`config.mk`:
```
export PLATFORM = sky130hd
export DESIGN_NAME = spfp_top
export DESIGN_NICKNAME = d
export VERILOG_FILES = /design/src/rtl/spfp_frame.v /design/src/rtl/spfp_top.v
export VERILOG_INCLUDE_DIRS = /design/src /design/src/rtl
export SDC_FILE = /design/constraint.sdc
export NUM_CORES = 1
export LEC_CHECK = 0
export BUFFER_PORTS_ARGS = -buffer_cell sky130_fd_sc_hd__buf_2
export CORE_AREA = 2 2 173 259
export DETAILED_ROUTE_END_ITERATION = 16
export DIE_AREA = 0 0 175 261
export PLACE_DENSITY = 0.64
export SYNTH_ARGS = -nofsm -noshare
export SYNTH_HDL_FRONTEND = slang
export SYNTH_HIERARCHICAL = 1
export SYNTH_SLANG_ARGS = --single-unit
export TNS_END_PERCENT = 50
```
`constraint.sdc`:
```
create_clock -name sys_clk_i -period 7.6 [get_ports sys_clk_i]
set_input_delay 2.28 -clock sys_clk_i [delete_from_list [all_inputs] [get_ports sys_clk_i]]
set_output_delay 2.28 -clock sys_clk_i [all_outputs]
set_load 0.01 [all_outputs]
```
`src/rtl/spfp_regs.vh`:
```
// register map, field layout and constants of the post-divider block
`ifndef SPFP_REGS_VH
`define SPFP_REGS_VH

`define SPFP_ADDR_W      8
`define SPFP_DATA_W      24
`define SPFP_PER_W       16
`define SPFP_NUM_CH      3

`define SPFP_S2C_OFS     8'h9E
`define SPFP_S2D_OFS     8'hA1
`define SPFP_S3A_OFS     8'hA4
`define SPFP_STAT_OFS    8'hF0

`define SPFP_CH_S2C      2'h0
`define SPFP_CH_S2D      2'h1
`define SPFP_CH_S3A      2'h2
`define SPFP_CH_NONE     2'h3

`define SPFP_CFG_RST     24'h000000
`define SPFP_SHAPE_HI    23
`define SPFP_SHAPE_LO    20
`define SPFP_SHAPE_FRAME 4'hF
`define SPFP_TYPE_BIT    19
`define SPFP_POL_BIT     18
`define SPFP_SEL_HI      17
`define SPFP_SEL_LO      16
`define SPFP_PER_HI      15
`define SPFP_PER_LO      0

`define SPFP_SEL_0       2'h0
`define SPFP_SEL_1       2'h1
`define SPFP_SEL_2       2'h2
`define SPFP_SEL_3       2'h3

`define SPFP_TYPE_MID    1'b0
`define SPFP_TYPE_EDGE   1'b1
`define SPFP_MIN_RATIO   24'h000002
`define SPFP_MAX_RATIO   24'hEFFFFF

`endif

```
`src/rtl/spfp_frame.v`:
```
// frame pulse generator timed by the edges of a related clock
`timescale 1ns/1ps
`include "spfp_regs.vh"

module spfp_frame #(
  parameter PER_W = `SPFP_PER_W
) (
  // clock and reset
  input  wire             sys_clk_i,
  input  wire             rst_i,
  // control
  input  wire             restart_i,
  input  wire             enable_i,
  input  wire [PER_W-1:0] period_i,
  input  wire             type_i,
  // related clock level
  input  wire             rel_i,
  // pulse, before polarity
  output reg              pulse_o
);

  localparam [PER_W-1:0] ONE = {{(PER_W-1){1'b0}}, 1'b1};
  localparam [PER_W-1:0] ZERO = {PER_W{1'b0}};

  reg  [PER_W-1:0] cnt;
  reg              rel_q;
  wire             rise;
  wire             fall;
  wire             last;

  assign rise = rel_i & ~rel_q;
  assign fall = ~rel_i & rel_q;
  assign last = (cnt == period_i - ONE);

  always @(posedge sys_clk_i or posedge rst_i) begin
    if (rst_i) begin
      rel_q <= 1'b0;
    end else begin
      rel_q <= rel_i;
    end
  end

  // period count of related-clock rising edges
  always @(posedge sys_clk_i or posedge rst_i) begin
    if (rst_i) begin
      cnt <= ZERO;
    end else if (restart_i || !enable_i || period_i == ZERO) begin
      cnt <= ZERO;
    end else if (rise) begin
      cnt <= last ? ZERO : cnt + ONE;
    end
  end

  // pulse lasts one related period
  always @(posedge sys_clk_i or posedge rst_i) begin
    if (rst_i) begin
      pulse_o <= 1'b0;
    end else if (restart_i || !enable_i || period_i == ZERO) begin
      pulse_o <= 1'b0;
    end else if (type_i == `SPFP_TYPE_EDGE) begin
      if (rise) begin
        pulse_o <= last;
      end
    end else begin
      if (fall) begin
        pulse_o <= last;
      end
    end
  end

endmodule

```
`src/rtl/spfp_top.v`:
```
// post-divider outputs with clock and frame pulse shapes
// What this block does
// - shape code all ones selects frame pulse
// - otherwise clock divided by whole register, held low for ratios below 2, 50% for even ratios
// - low field counts related periods between pulses
// - selector picks sibling; width one related period
// - divider C selector: A, B, reserved, D
// - divider D selector: A, B, C, reserved
// - polarity bit zero regular, one inverted
// - type zero: boundary mid-pulse
// - type one: boundary on pulse edge
// - each divider divides the shared sys_clk_i
`timescale 1ns/1ps
`include "spfp_regs.vh"

module spfp_top #(
  parameter ADDR_W = `SPFP_ADDR_W,
  parameter DATA_W = `SPFP_DATA_W,
  parameter PER_W  = `SPFP_PER_W
) (
  // clock and reset
  input  wire              sys_clk_i,
  input  wire              rst_i,
  // register port
  input  wire [ADDR_W-1:0] addr_i,
  input  wire [DATA_W-1:0] wr_data_i,
  input  wire              wr_en_i,
  input  wire              rd_en_i,
  output reg  [DATA_W-1:0] rd_data_o,
  // sibling divider clocks outside this block
  input  wire              synth_two_a_clk_i,
  input  wire              synth_two_b_clk_i,
  input  wire              synth_three_b_clk_i,
  input  wire              synth_three_c_clk_i,
  input  wire              synth_three_d_clk_i,
  // divider outputs
  output wire              synth_two_divider_c_value_o,
  output wire              synth_two_divider_d_value_o,
  output wire              synth_three_divider_a_value_o
);

  localparam NCH = `SPFP_NUM_CH;
  localparam [DATA_W-1:0] ONE  = {{(DATA_W-1){1'b0}}, 1'b1};
  localparam [DATA_W-1:0] ZERO = {DATA_W{1'b0}};

  // address to channel index
  function [1:0] spfp_decode;
    input [ADDR_W-1:0] a;
    begin
      case (a)
        `SPFP_S2C_OFS: spfp_decode = `SPFP_CH_S2C;
        `SPFP_S2D_OFS: spfp_decode = `SPFP_CH_S2D;
        `SPFP_S3A_OFS: spfp_decode = `SPFP_CH_S3A;
        default:       spfp_decode = `SPFP_CH_NONE;
      endcase
    end
  endfunction

  // four-way related clock choice
  function spfp_pick;
    input [1:0] s;
    input       v0;
    input       v1;
    input       v2;
    input       v3;
    begin
      case (s)
        `SPFP_SEL_0: spfp_pick = v0;
        `SPFP_SEL_1: spfp_pick = v1;
        `SPFP_SEL_2: spfp_pick = v2;
        `SPFP_SEL_3: spfp_pick = v3;
        default:     spfp_pick = 1'b0;
      endcase
    end
  endfunction

  // selector value naming no usable clock
  function spfp_bad_sel;
    input [1:0] ch;
    input [1:0] s;
    begin
      case (ch)
        `SPFP_CH_S2C: spfp_bad_sel = (s == `SPFP_SEL_2);
        `SPFP_CH_S2D: spfp_bad_sel = (s == `SPFP_SEL_3);
        `SPFP_CH_S3A: spfp_bad_sel = (s == `SPFP_SEL_0);
        default:      spfp_bad_sel = 1'b0;
      endcase
    end
  endfunction

  wire [1:0]            wr_idx;
  wire [1:0]            rd_idx;
  wire                  stat_hit;
  reg  [NCH*DATA_W-1:0] cfg_all;
  reg  [NCH-1:0]        load_q;
  wire [NCH-1:0]        frame_mode;
  wire [NCH-1:0]        rel_clk;
  wire [NCH-1:0]        bad_sel;
  reg  [NCH-1:0]        out_q;
  wire [DATA_W-1:0]     status;
  reg  [DATA_W-1:0]     next_rd_data;

  assign wr_idx   = spfp_decode(addr_i);
  assign rd_idx   = spfp_decode(addr_i);
  assign stat_hit = (addr_i == `SPFP_STAT_OFS);

  assign synth_two_divider_c_value_o   = out_q[`SPFP_CH_S2C];
  assign synth_two_divider_d_value_o   = out_q[`SPFP_CH_S2D];
  assign synth_three_divider_a_value_o = out_q[`SPFP_CH_S3A];

  // related clock selection per channel
  assign rel_clk[`SPFP_CH_S2C] = spfp_pick(
    cfg_all[`SPFP_CH_S2C*DATA_W+`SPFP_SEL_HI -: 2],
    synth_two_a_clk_i,
    synth_two_b_clk_i,
    1'b0,
    out_q[`SPFP_CH_S2D]);

  assign rel_clk[`SPFP_CH_S2D] = spfp_pick(
    cfg_all[`SPFP_CH_S2D*DATA_W+`SPFP_SEL_HI -: 2],
    synth_two_a_clk_i,
    synth_two_b_clk_i,
    out_q[`SPFP_CH_S2C],
    1'b0);

  assign rel_clk[`SPFP_CH_S3A] = spfp_pick(
    cfg_all[`SPFP_CH_S3A*DATA_W+`SPFP_SEL_HI -: 2],
    1'b0,
    synth_three_b_clk_i,
    synth_three_c_clk_i,
    synth_three_d_clk_i);

  genvar g;
  generate
    for (g = 0; g < NCH; g = g + 1) begin : ch
      localparam [1:0]  IDX = g;
      wire [DATA_W-1:0] cfg;
      wire [DATA_W-1:0] ratio;
      wire [DATA_W-1:0] half;
      wire              run_div;
      wire              pulse;
      reg  [DATA_W-1:0] div_cnt;
      reg  [DATA_W-1:0] next_div_cnt;
      reg               div_clk;

      assign cfg   = cfg_all[g*DATA_W +: DATA_W];
      assign ratio = cfg;
      assign half  = ratio >> 1;

      assign frame_mode[g] =
        (cfg[`SPFP_SHAPE_HI:`SPFP_SHAPE_LO] == `SPFP_SHAPE_FRAME);

      assign bad_sel[g] = frame_mode[g] &&
        spfp_bad_sel(IDX, cfg[`SPFP_SEL_HI:`SPFP_SEL_LO]);

      assign run_div = !frame_mode[g] && (ratio >= `SPFP_MIN_RATIO);

      // register write and restart strobe
      always @(posedge sys_clk_i or posedge rst_i) begin
        if (rst_i) begin
          cfg_all[g*DATA_W +: DATA_W] <= `SPFP_CFG_RST;
          load_q[g]                   <= 1'b0;
        end else begin
          if (wr_en_i && wr_idx == IDX) begin
            cfg_all[g*DATA_W +: DATA_W] <= wr_data_i;
          end
          load_q[g] <= wr_en_i && (wr_idx == IDX);
        end
      end

      // normal divider counter
      always @* begin
        next_div_cnt = div_cnt + ONE;
        if (div_cnt >= ratio - ONE) begin
          next_div_cnt = ZERO;
        end
      end

      always @(posedge sys_clk_i or posedge rst_i) begin
        if (rst_i) begin
          div_cnt <= ZERO;
          div_clk <= 1'b0;
        end else if (load_q[g] || !run_div) begin
          div_cnt <= ZERO;
          div_clk <= 1'b0;
        end else begin
          div_cnt <= next_div_cnt;
          div_clk <= (next_div_cnt < half);
        end
      end

      // frame pulse generator
      spfp_frame #(
        .PER_W (PER_W)
      ) u_frame (
        .sys_clk_i (sys_clk_i),
        .rst_i     (rst_i),
        .restart_i (load_q[g]),
        .enable_i  (frame_mode[g] && !bad_sel[g]),
        .period_i  (cfg[`SPFP_PER_HI:`SPFP_PER_LO]),
        .type_i    (cfg[`SPFP_TYPE_BIT]),
        .rel_i     (rel_clk[g]),
        .pulse_o   (pulse)
      );

      // output shape and polarity
      always @(posedge sys_clk_i or posedge rst_i) begin
        if (rst_i) begin
          out_q[g] <= 1'b0;
        end else if (frame_mode[g]) begin
          out_q[g] <= pulse ^ cfg[`SPFP_POL_BIT];
        end else begin
          out_q[g] <= div_clk;
        end
      end
    end
  endgenerate

  // status: frame modes, output levels, unusable selectors
  assign status = {{(DATA_W-3*NCH){1'b0}}, bad_sel, out_q, frame_mode};

  // read data stands one cycle after the strobe only
  always @* begin
    next_rd_data = ZERO;
    if (rd_en_i) begin
      if (stat_hit) begin
        next_rd_data = status;
      end else if (rd_idx != `SPFP_CH_NONE) begin
        next_rd_data = cfg_all[rd_idx*DATA_W +: DATA_W];
      end
    end
  end

  always @(posedge sys_clk_i or posedge rst_i) begin
    if (rst_i) begin
      rd_data_o <= ZERO;
    end else begin
      rd_data_o <= next_rd_data;
    end
  end

endmodule

```
# Yosys cells after proc, flatten, opt, wreduce, memory -nomap -nowiden
# Cells that the tools add are included.
dict set report word_totals {
  register_bits 231
  input_bits 41
  output_inout_bits 27
  wordCells 177
}
dict set report op_classes {
  n_addsub 12
  mul 1
  order_cmp 9
  eq_ne 25
  shift 1
  muxes 40
  bitwise 15
  n_reduce_logical 49
}
# operator count
set op_table {}
lappend op_table {{two-way mux 24 bit} 9}
lappend op_table {{two-way mux 16 bit} 9}
lappend op_table {{adder 24 x 1 -> 24 bit, second input constant} 3}
lappend op_table {{>= comparator 24 x 2 -> 1 bit, second input constant} 3}
lappend op_table {{>= comparator 24 bit} 3}
lappend op_table {{less-than comparator 24 x 23 -> 1 bit} 3}
lappend op_table {{variable part select 72 x 8 -> 24 bit} 1}
lappend op_table {{subtractor 24 x 1 -> 24 bit, second input constant} 3}
lappend op_table {{adder 16 x 1 -> 16 bit, second input constant} 3}
lappend op_table {{== test 16 bit} 3}
lappend op_table {{zero test 16 bit} 3}
lappend op_table {{subtractor 16 x 1 -> 16 bit, second input constant} 3}
lappend op_table {{== test 8 bit, second input constant} 4}
lappend op_table {{two-way mux 1 bit} 18}
lappend op_table {{== test 2 bit, second input constant} 7}
lappend op_table {{== test 4 bit, second input constant} 3}
lappend op_table {{logical AND 1 bit} 12}
lappend op_table {{zero test 1 bit} 12}
lappend op_table {{case mux 1 bit (4 select lines)} 3}
lappend op_table {{logical OR 1 bit} 9}
lappend op_table {{!= test 3 x 1 -> 1 bit, second input constant} 3}
lappend op_table {{nonzero test 3 bit} 3}
lappend op_table {{== test 2 x 1 -> 1 bit, second input constant} 4}
lappend op_table {{zero test 2 bit} 4}
lappend op_table {{other kinds (8)} 24}

# Depth between registers and ports, before layout
# Gate-level depths: netlist of the first run.
dict set report logic_depth {
  depth_word 9
  mapped_depth 23
  mapped_depth_nobuf 21
}

# By module
# Netlist of the first run, hierarchy kept.
# module n_inst cells_per_inst area_each_um2 seq_area_each_um2
set modules_own_cells {}
lappend modules_own_cells {spfp_top 1 1407 12284.3 4429.2}
lappend modules_own_cells {spfp_frame 3 219 1629.1 450.4}

# Worst setup path before layout of the first run
# No wires, ideal clock.
dict set report synth_path {
  kind {register to register}
  from {register cfg_all[10], in the netlist ch[0].cfg[10]}
  to {register ch[0].div_clk}
  setup_time_ps 94
  t_arrival_ps 5477
  required_ps 7506
  setup_slack_ps 2029
  path_stages_with_launch 20
  path_buffers 1
  period_less_slack_ps 5571
  path_cell_list {dfrtp_1 -> or4_4 -> or4_4 -> or3_4 -> nor2_1 -> nand3_1 -> xnor2_1 -> ha_1 -> and4_1 -> nand4_1 -> or4_1 -> o21ai_1 -> clkbuf_1 -> nor2_1 -> ha_1 -> a21o_1 -> a21o_1 -> a2111oi_0 -> o221ai_1 -> a211oi_1}
}
dict set report synth_via {
  elab_chain_len 5
  word_cells_on_any_way 9
  cone_classes {add/sub: 1; order compare: 3; mux: 2; reduce/logical: 3}
}
# item line
set synth_rtl {}
lappend synth_rtl {{from (decl)} spfp_top.v:94} ;# reg [NCH*DATA_W-1:0] cfg_all;
lappend synth_rtl {{from (signal, indexed assignment)} spfp_top.v:161} ;# cfg_all[g*DATA_W +: DATA_W] <= `SPFP_CFG_RST;
lappend synth_rtl {{from (signal, indexed assignment)} spfp_top.v:165} ;# cfg_all[g*DATA_W +: DATA_W] <= wr_data_i;
lappend synth_rtl {{subtractor 24 x 1 -> 24 bit / >= comparator 24 x 2 -> 1 bit (equally long branches)} n/a}
lappend synth_rtl {{>= comparator 24 bit / logical AND 1 bit (equally long branches)} {spfp_top.v:174, spfp_top.v:156}}
lappend synth_rtl {{two-way mux 24 bit / zero test 1 bit (equally long branches)} {spfp_top.v:174, spfp_top.v:183}}
lappend synth_rtl {{less-than comparator 24 x 23 -> 1 bit / logical OR 1 bit (equally long branches)} {spfp_top.v:188, spfp_top.v:183}}
lappend synth_rtl {{two-way mux 1 bit (*)} spfp_top.v:183} ;# end else if (load_q[g] || !run_div) begin
lappend synth_rtl {{to (signal assigned)} spfp_top.v:188} ;# div_clk <= (next_div_cnt < half);
lappend synth_rtl {{to (decl)} spfp_top.v:144} ;# reg div_clk;
# Every way passes the cells marked *; elsewhere a longest branch is shown, timed or not.
# A chain may end at the register's enable or synchronous reset.

# Worst setup path in the final report of the first run
# Ends and elaborated chain as after synthesis.

==> impl_metrics.toml, run 1 <==
[run_status]
status = "completed"

[timing]
period_share_pct = 82.8
rsz0062_at_grt = "false"
relSlewSlack_pct = 25.4
max_freq_mhz = 159
fin_worst_skew_ns = 0.0123
hold_violations = 0
tightest_slew_ns = 1.12
final-setup-viol-count = 0
tns_ns = 0
fin_ws_ns = 1.31
slew_violations = 0
period_minus_slack_ns = 6.29

[setup_path]
path_class = "flip-flop to flip-flop"
ff2ff_path_depth = 19
worstPathArrival_ns = 6.77
end_kind = "flip-flop"
ff2ff_setup_slack_ns = 1.31
r2r-start = "ch[0].cfg[10]$_DFFE_PP0P_"
reg2reg_to = "ch[0].div_clk$_DFF_PP0_"
startpoint_type = "flip-flop"
required_ns = 8.08
critPathMaxFanout = 34
startpoint = "ch[0].cfg[10]$_DFFE_PP0P_"
setup.worst_path.end = "ch[0].div_clk$_DFF_PP0_"

[clocking]
clock_path_buffers = 3
cts_tree = "built"
clk_latency_ns = 0.58
clock-sinks = 231
postCtsSetupBuffers = 0
cts-buffers-inserted = 27
cts_root_buf = "clkbuf_16"
postCtsHoldBufs = 0
path_clk_slew_ns = 0.07
htree_levels = 1
cts_resized = 0

[placed_design]
portBuffers = 67
place.gp.congestion = 0.967
place_hpwl_mm = 42.6
placed_cell_area_mm2 = 0.0179
pre_cts_slack_ns = 1.37

[logic_synthesis]
synth_top_cell_by_area = "dfrtp_1"
synth_edf_count = 0
synth_seq_area_share_pct = 33.7
ys.warnings.count = 6
synth.top_cell.area_share_pct = 33.7
yosys.area_share.simple_pct = 26.7
synthTopCellsByArea = "dfrtp_1 (34%), ha_1 (11%), xnor2_1 (6.6%)"
ys_seq_elements = 231
netlist_top_cells_count = "dfrtp_1 (231), nand2_1 (218), nor2_1 (198)"
syn_nets = 2258
synth_compound_area_share_pct = 13.6
synth.avg_cell_area_um2 = 8.32
synth_fa_ha_area_share_pct = 11.1
synthCells = 2064
synth.area.mux_share_pct = 0.525
synth-main-ff-cell = "dfrtp_1"
synth_top_family_by_area = "simple AND/OR/NAND/NOR gates"
synth_most_common_cell = "dfrtp_1"
synth.distinct_cells = 70
synth_xor_area_share_pct = 9.74
synthArstFlopShare_pct = 100
synth_area_mm2 = 0.0172

[global_route]
grt_use_met3_pct = 3.28
grt_pass1_vias = 15500
busiest_layer = "met2"
use_met2_pct = 41.9
grtUsageMet1_pct = 28.1
overflow = 0
grt_pass1_wl_mm = 86.6
grt_start_max_net_pins = 84
grt.total_usage_pct = 24.3
antenna_found_initial = 1

[finish]
antenna_cells = 0
fin_util_pct = 43.2
design_area_mm2 = 0.0189
num-nets-final = 2275
seq_area_mm2 = 0.00578
multi_input_area_mm2 = 0.0106
fill_cells = 4312
drive_gt1_share_pct = 7.57
areaGrowthSynthToFinish_pct = 9.86

[route]
drtPass1Iterations = 7
first_iter_violations = 1291
wl_per_cell_um = 20.9
routed_wl_mm = 55.9
drc_errors = 0
ant_nets = 0
vias = 15900
via_per_inst = 5.95

[die]
pin_count = 68
die-area_mm2 = 0.0457
core_area_mm2 = 0.0436
start_util_pct = 39.4
die_width_um = 175
num_rows = 94
chipHeight_um = 261

[worst_hold_path]
hold_path_class = "flip-flop to flip-flop"
whs_path_depth = 1

[flow_run]
drv_cap = 0

[power]
finalPower_mw = 3.62
ir_worst_vdd_mv = 0.170
p_per_area_mw_per_mm2 = 192
leakage_nw = 8.58
## metal layers
metal | up-vias | part of all wire, %
met3 | 210 | 6.7
li1 | 7398 | -
met2 | 621 | 48
met1 | 7698 | 38
met5 | - | 0
met4 | 0 | 7.5
## cell usage in the layout, fill, tap and decap left out, types with 10 or more instances in the layout
| cell type | n |
|---|---|
| nor2_1 | 198 |
| dfrtp_1 | 231 |
| nor4_1 | 48 |
| nand3b_1 | 18 |
| a22oi_1 | 10 |
| buf_2 | 67 |
| a222oi_1 | 10 |
| a31oi_1 | 26 |
| nand2b_1 | 13 |
| clkbuf_16 | 27 |
| inv_1 | 111 |
| o21a_1 | 12 |
| xor2_1 | 61 |
| nor3_1 | 114 |
| and4_1 | 10 |
| xnor2_1 | 130 |
| or4_1 | 11 |
| buf_4 | 11 |
| nand2_1 | 218 |
| or3_1 | 12 |
| nand3_1 | 106 |
| nand4_1 | 65 |
| ha_1 | 153 |
| a21o_1 | 36 |
| nor3b_1 | 12 |
| o21ai_0 | 124 |
| nor2b_1 | 23 |
| a21oi_1 | 69 |
| and3_1 | 27 |
## worst min-delay path by stage
stage	startpoint	to
floorplan	ch[2].div_clk$_DFF_PP0_	synth_three_divider_a_value_o$_DFF_PP0_
global placement	ch[2].div_clk$_DFF_PP0_	synth_three_divider_a_value_o$_DFF_PP0_
detailed placement	ch[2].div_clk$_DFF_PP0_	synth_three_divider_a_value_o$_DFF_PP0_
CTS	ch[2].div_cnt[0]$_DFF_PP0_	ch[2].div_cnt[0]$_DFF_PP0_
global route	ch[2].div_clk$_DFF_PP0_	synth_three_divider_a_value_o$_DFF_PP0_
finish	ch[2].div_cnt[0]$_DFF_PP0_	ch[2].div_cnt[0]$_DFF_PP0_
## sequential cells by signal, indices dropped and copies added, names as in the netlist, 3 cells and up
signal              flops
ch.u_frame/pulse_o      3
ch.u_frame/rel_q        3
ch.u_frame/cnt         48
ch.div_cnt             72
load_q                  3
ch.cfg                 72
rd_data_o              24
ch.div_clk              3
## critical path, cell delays in order, from the launching register on
cell and delay [ns]:
dfrtp_1 0.51, or4_4 0.60, or4_4 0.44, or3_4 0.38, nor2_1 0.23, nand3_1 0.13, xnor2_1 0.14, ha_1 0.30
and4_1 0.22, nand4_1 0.14, or4_1 0.57, o21ai_2 0.47, buf_4 0.43, nor2_1 0.11, ha_1 0.30, a21o_1 0.17
a21o_1 0.17, a2111oi_0 0.45, o221ai_1 0.20, a211oi_1 0.24
## metrics by stage
stage / hold slack (ns) / std cells
floorplan: 0.426 / 2064
global placement: 0.505 / 2628
detailed placement: 0.509 / 2628
CTS: 0.520 / 2677
global route: 0.545 / 2677
finish: 0.521 / 2677
## kinds of logic (layout without fill, tap and decap cells)
family          Yosys count  in the layout
buf+inv                 203            240
xor+xnor                191            191
flops                   231            231
compound gates          363            363
simple gates            914            914
fa+ha+maj               153            153
mux                       9              9
## area by class of cell
class / instances / share of cell area (%)
Clock buffer: 33 / 3.97
Multi-Input combinational cell: 1630 / 56.1
Inverter: 113 / 2.27
Clock inverter: 16 / 0.935
Timing Repair Buffer: 78 / 2.22
Sequential cell: 231 / 30.6
Tap cell: 576 / 3.82
## report_power, final
group / internal, mW / total, mW / switching [mW]
Combinational: 0.251 / 0.661 / 0.410
Clock: 0.803 / 1.39 / 0.584
Sequential: 1.33 / 1.57 / 0.241
(Power assumes the default switching activity.)
==> run 2: changes to the inputs <==
Settings changed: PLACE_DENSITY 0.64 to 0.66.
Clock period 7.6 ns to 5.2 ns, I/O delays scaled along.
==> run 2 against run 1 <==
Effect of this change:
- setup slack worse by 1.2 ns
- core utilization rose by 2.0 points
- combinational power rose by 74%
- die area unchanged
- via count grew 2.4%
- sequential cell count stayed put
- total power up 43%
- clock power grew 32%
- routed wire length rose by 3.0%
- critical endpoint unchanged
==> impl_metrics.toml, run 2 (synthesis gave the netlist of run 1 again) <==
[global_route]
grt.total_usage_pct = 24.9
busiest_layer = "met2"
grt_start_max_net_pins = 158
antenna_found_initial = 2
grtUsageMet1_pct = 28.3
grt_pass1_wl_mm = 88.9
overflow = 0
grt_pass1_vias = 16100
use_met2_pct = 43.6
grt_use_met3_pct = 3.34

[worst_hold_path]
hold_path_class = "flip-flop to flip-flop"
hold_end = "synth_three_divider_a_value_o$_DFF_PP0_"
whs_path_depth = 2
hold_path_startpoint = "ch[2].div_clk$_DFF_PP0_"

[route]
routed_wl_mm = 57.6
via_per_inst = 5.88
wl_per_cell_um = 20.7
vias = 16300
drc_errors = 0
drtPass1Iterations = 12
ant_nets = 0
first_iter_violations = 1501

[clocking]
cts-buffers-inserted = 26
path_clk_slew_ns = 0.07
clk_latency_ns = 0.58
cts_tree = "built"
htree_levels = 1
postCtsHoldBufs = 0
clock-sinks = 231
clock_path_buffers = 3
cts_root_buf = "clkbuf_16"

[power]
finalPower_mw = 5.17
leakage_nw = 9.08
p_per_area_mw_per_mm2 = 262
ir_worst_vdd_mv = 0.286

[timing]
relSlewSlack_pct = 25.4
period_minus_slack_ns = 5.12
final-setup-viol-count = 0
hold_violations = 0
fin_worst_skew_ns = 0.0295
max_freq_mhz = 195
fin_ws_ns = 0.0815
tightest_slew_ns = 1.12
slew_violations = 0
fin_hold_ws_ns = 0.501
period_share_pct = 98.4
rsz0062_at_grt = "true"

[die]
chipHeight_um = 261
start_util_pct = 39.4
die_width_um = 175
die-area_mm2 = 0.0457
num_rows = 94
pin_count = 68
core_area_mm2 = 0.0436

[placed_design]
place_hpwl_mm = 44.5
portBuffers = 67
post-place-cells = 2724
place.gp.congestion = 0.936
pre_cts_slack_ns = -0.187

[finish]
antenna_cells = 0
drive_gt1_share_pct = 12.8
areaGrowthSynthToFinish_pct = 15.1
layout_common_cells = "dfrtp_1 (231), nand2_1 (218), nor2_1 (194), ha_1 (153), xnor2_1 (130)"
num-nets-final = 2378
finalNonFillerCells = 2776
mostFrequentLayoutCell = "dfrtp_1"

[setup_path]
reg2reg_to = "ch[0].div_clk$_DFF_PP0_"
critPathMaxFanout = 7
required_ns = 5.66
worstPathArrival_ns = 5.58
ff2ff_path_depth = 22
startpoint = "ch[0].cfg[10]$_DFFE_PP0P_"
ff2ff_setup_slack_ns = 0.08
startpoint_type = "flip-flop"
r2r-start = "ch[0].cfg[10]$_DFFE_PP0P_"
end_kind = "flip-flop"
path_class = "flip-flop to flip-flop"

[run_status]
status = "completed"

[flow_run]
drv_cap = 0
## run 2: cell types whose count changed in the layout (fill, tap and decap cells not counted), moves of 4 or more
cell,change
nor4_2,+4
nor2_1,-4
nor4_1,-5
buf_4,+97
nor3_1,-5
## run 2: critical path, cell delays in order (launching register included)
cell and delay [ns]:
dfrtp_1 0.37, or4_4 0.54, or4_4 0.43, or3_4 0.43, nor2_4 0.13, nand3_2 0.09, xnor2_1 0.14, ha_1 0.30
and4_1 0.21, nand4_1 0.12, or4_4 0.45, o21ai_2 0.16, buf_6 0.12, buf_4 0.12, buf_6 0.11, nor2_1 0.05
ha_1 0.32, a21o_1 0.16, a21o_1 0.18, a21oi_2 0.12, o21a_1 0.14, o221ai_1 0.12, a211oi_1 0.23
## run 2: worst max path at each step
stage / end / slack [ns] / depth (start not counted)
floorplan: ch[0].div_clk$_DFF_PP0_ / -0.37 / 19
global placement: ch[0].div_clk$_DFF_PP0_ / -0.14 / 20
detailed placement: ch[0].div_clk$_DFF_PP0_ / -0.19 / 20
CTS: ch[0].div_clk$_DFF_PP0_ / -0.04 / 20
global route: ch[0].div_clk$_DFF_PP0_ / -0.13 / 20
finish: ch[0].div_clk$_DFF_PP0_ / 0.08 / 22
## run 2: area by class of cell
type,count,area (um2)
Clock inverter,11,116
Sequential cell,231,5780
Clock buffer,33,707
Fill cell,4219,23900
Multi-Input combinational cell,1630,10700
Tap cell,576,721
Timing Repair Buffer,182,1250
Inverter,113,428
## run 2: where the power goes
part	switching (mW)	leakage, nW	internal [mW]
logic	0.727	5.85	0.423
registers	0.242	2.84	1.95
clock network	0.817	0.391	1.01
total	1.79	9.08	3.38
## run 2: layer usage
layer / vias to the layer above / share of wire (%)
met3: 216 / 6.9
li1: 7604 / -
met2: 658 / 49
met1: 7831 / 37
met5: - / 0.023
met4: 2 / 7.6
## run 2: timing repair
action / in CTS / in global routing
gates resized for setup: 6 / 34
setup buffers: 0 / 8
endpoints found under the hold margin: 0 / 0
setup endpoints to repair: 2 / 3
pin swaps: 1 / 19
## run 2: stage by stage
stage	utilization, %	TNS (ns)	cell area, um2
2_1_floorplan	-	-0.420	17200
3_3_place_gp	42.8	-0.145	18700
3_5_place_dp	42.8	-0.244	18700
4_1_cts	44.7	-0.0423	19500
5_1_grt	45.3	-0.193	19800
6_report	45.3	0	19800
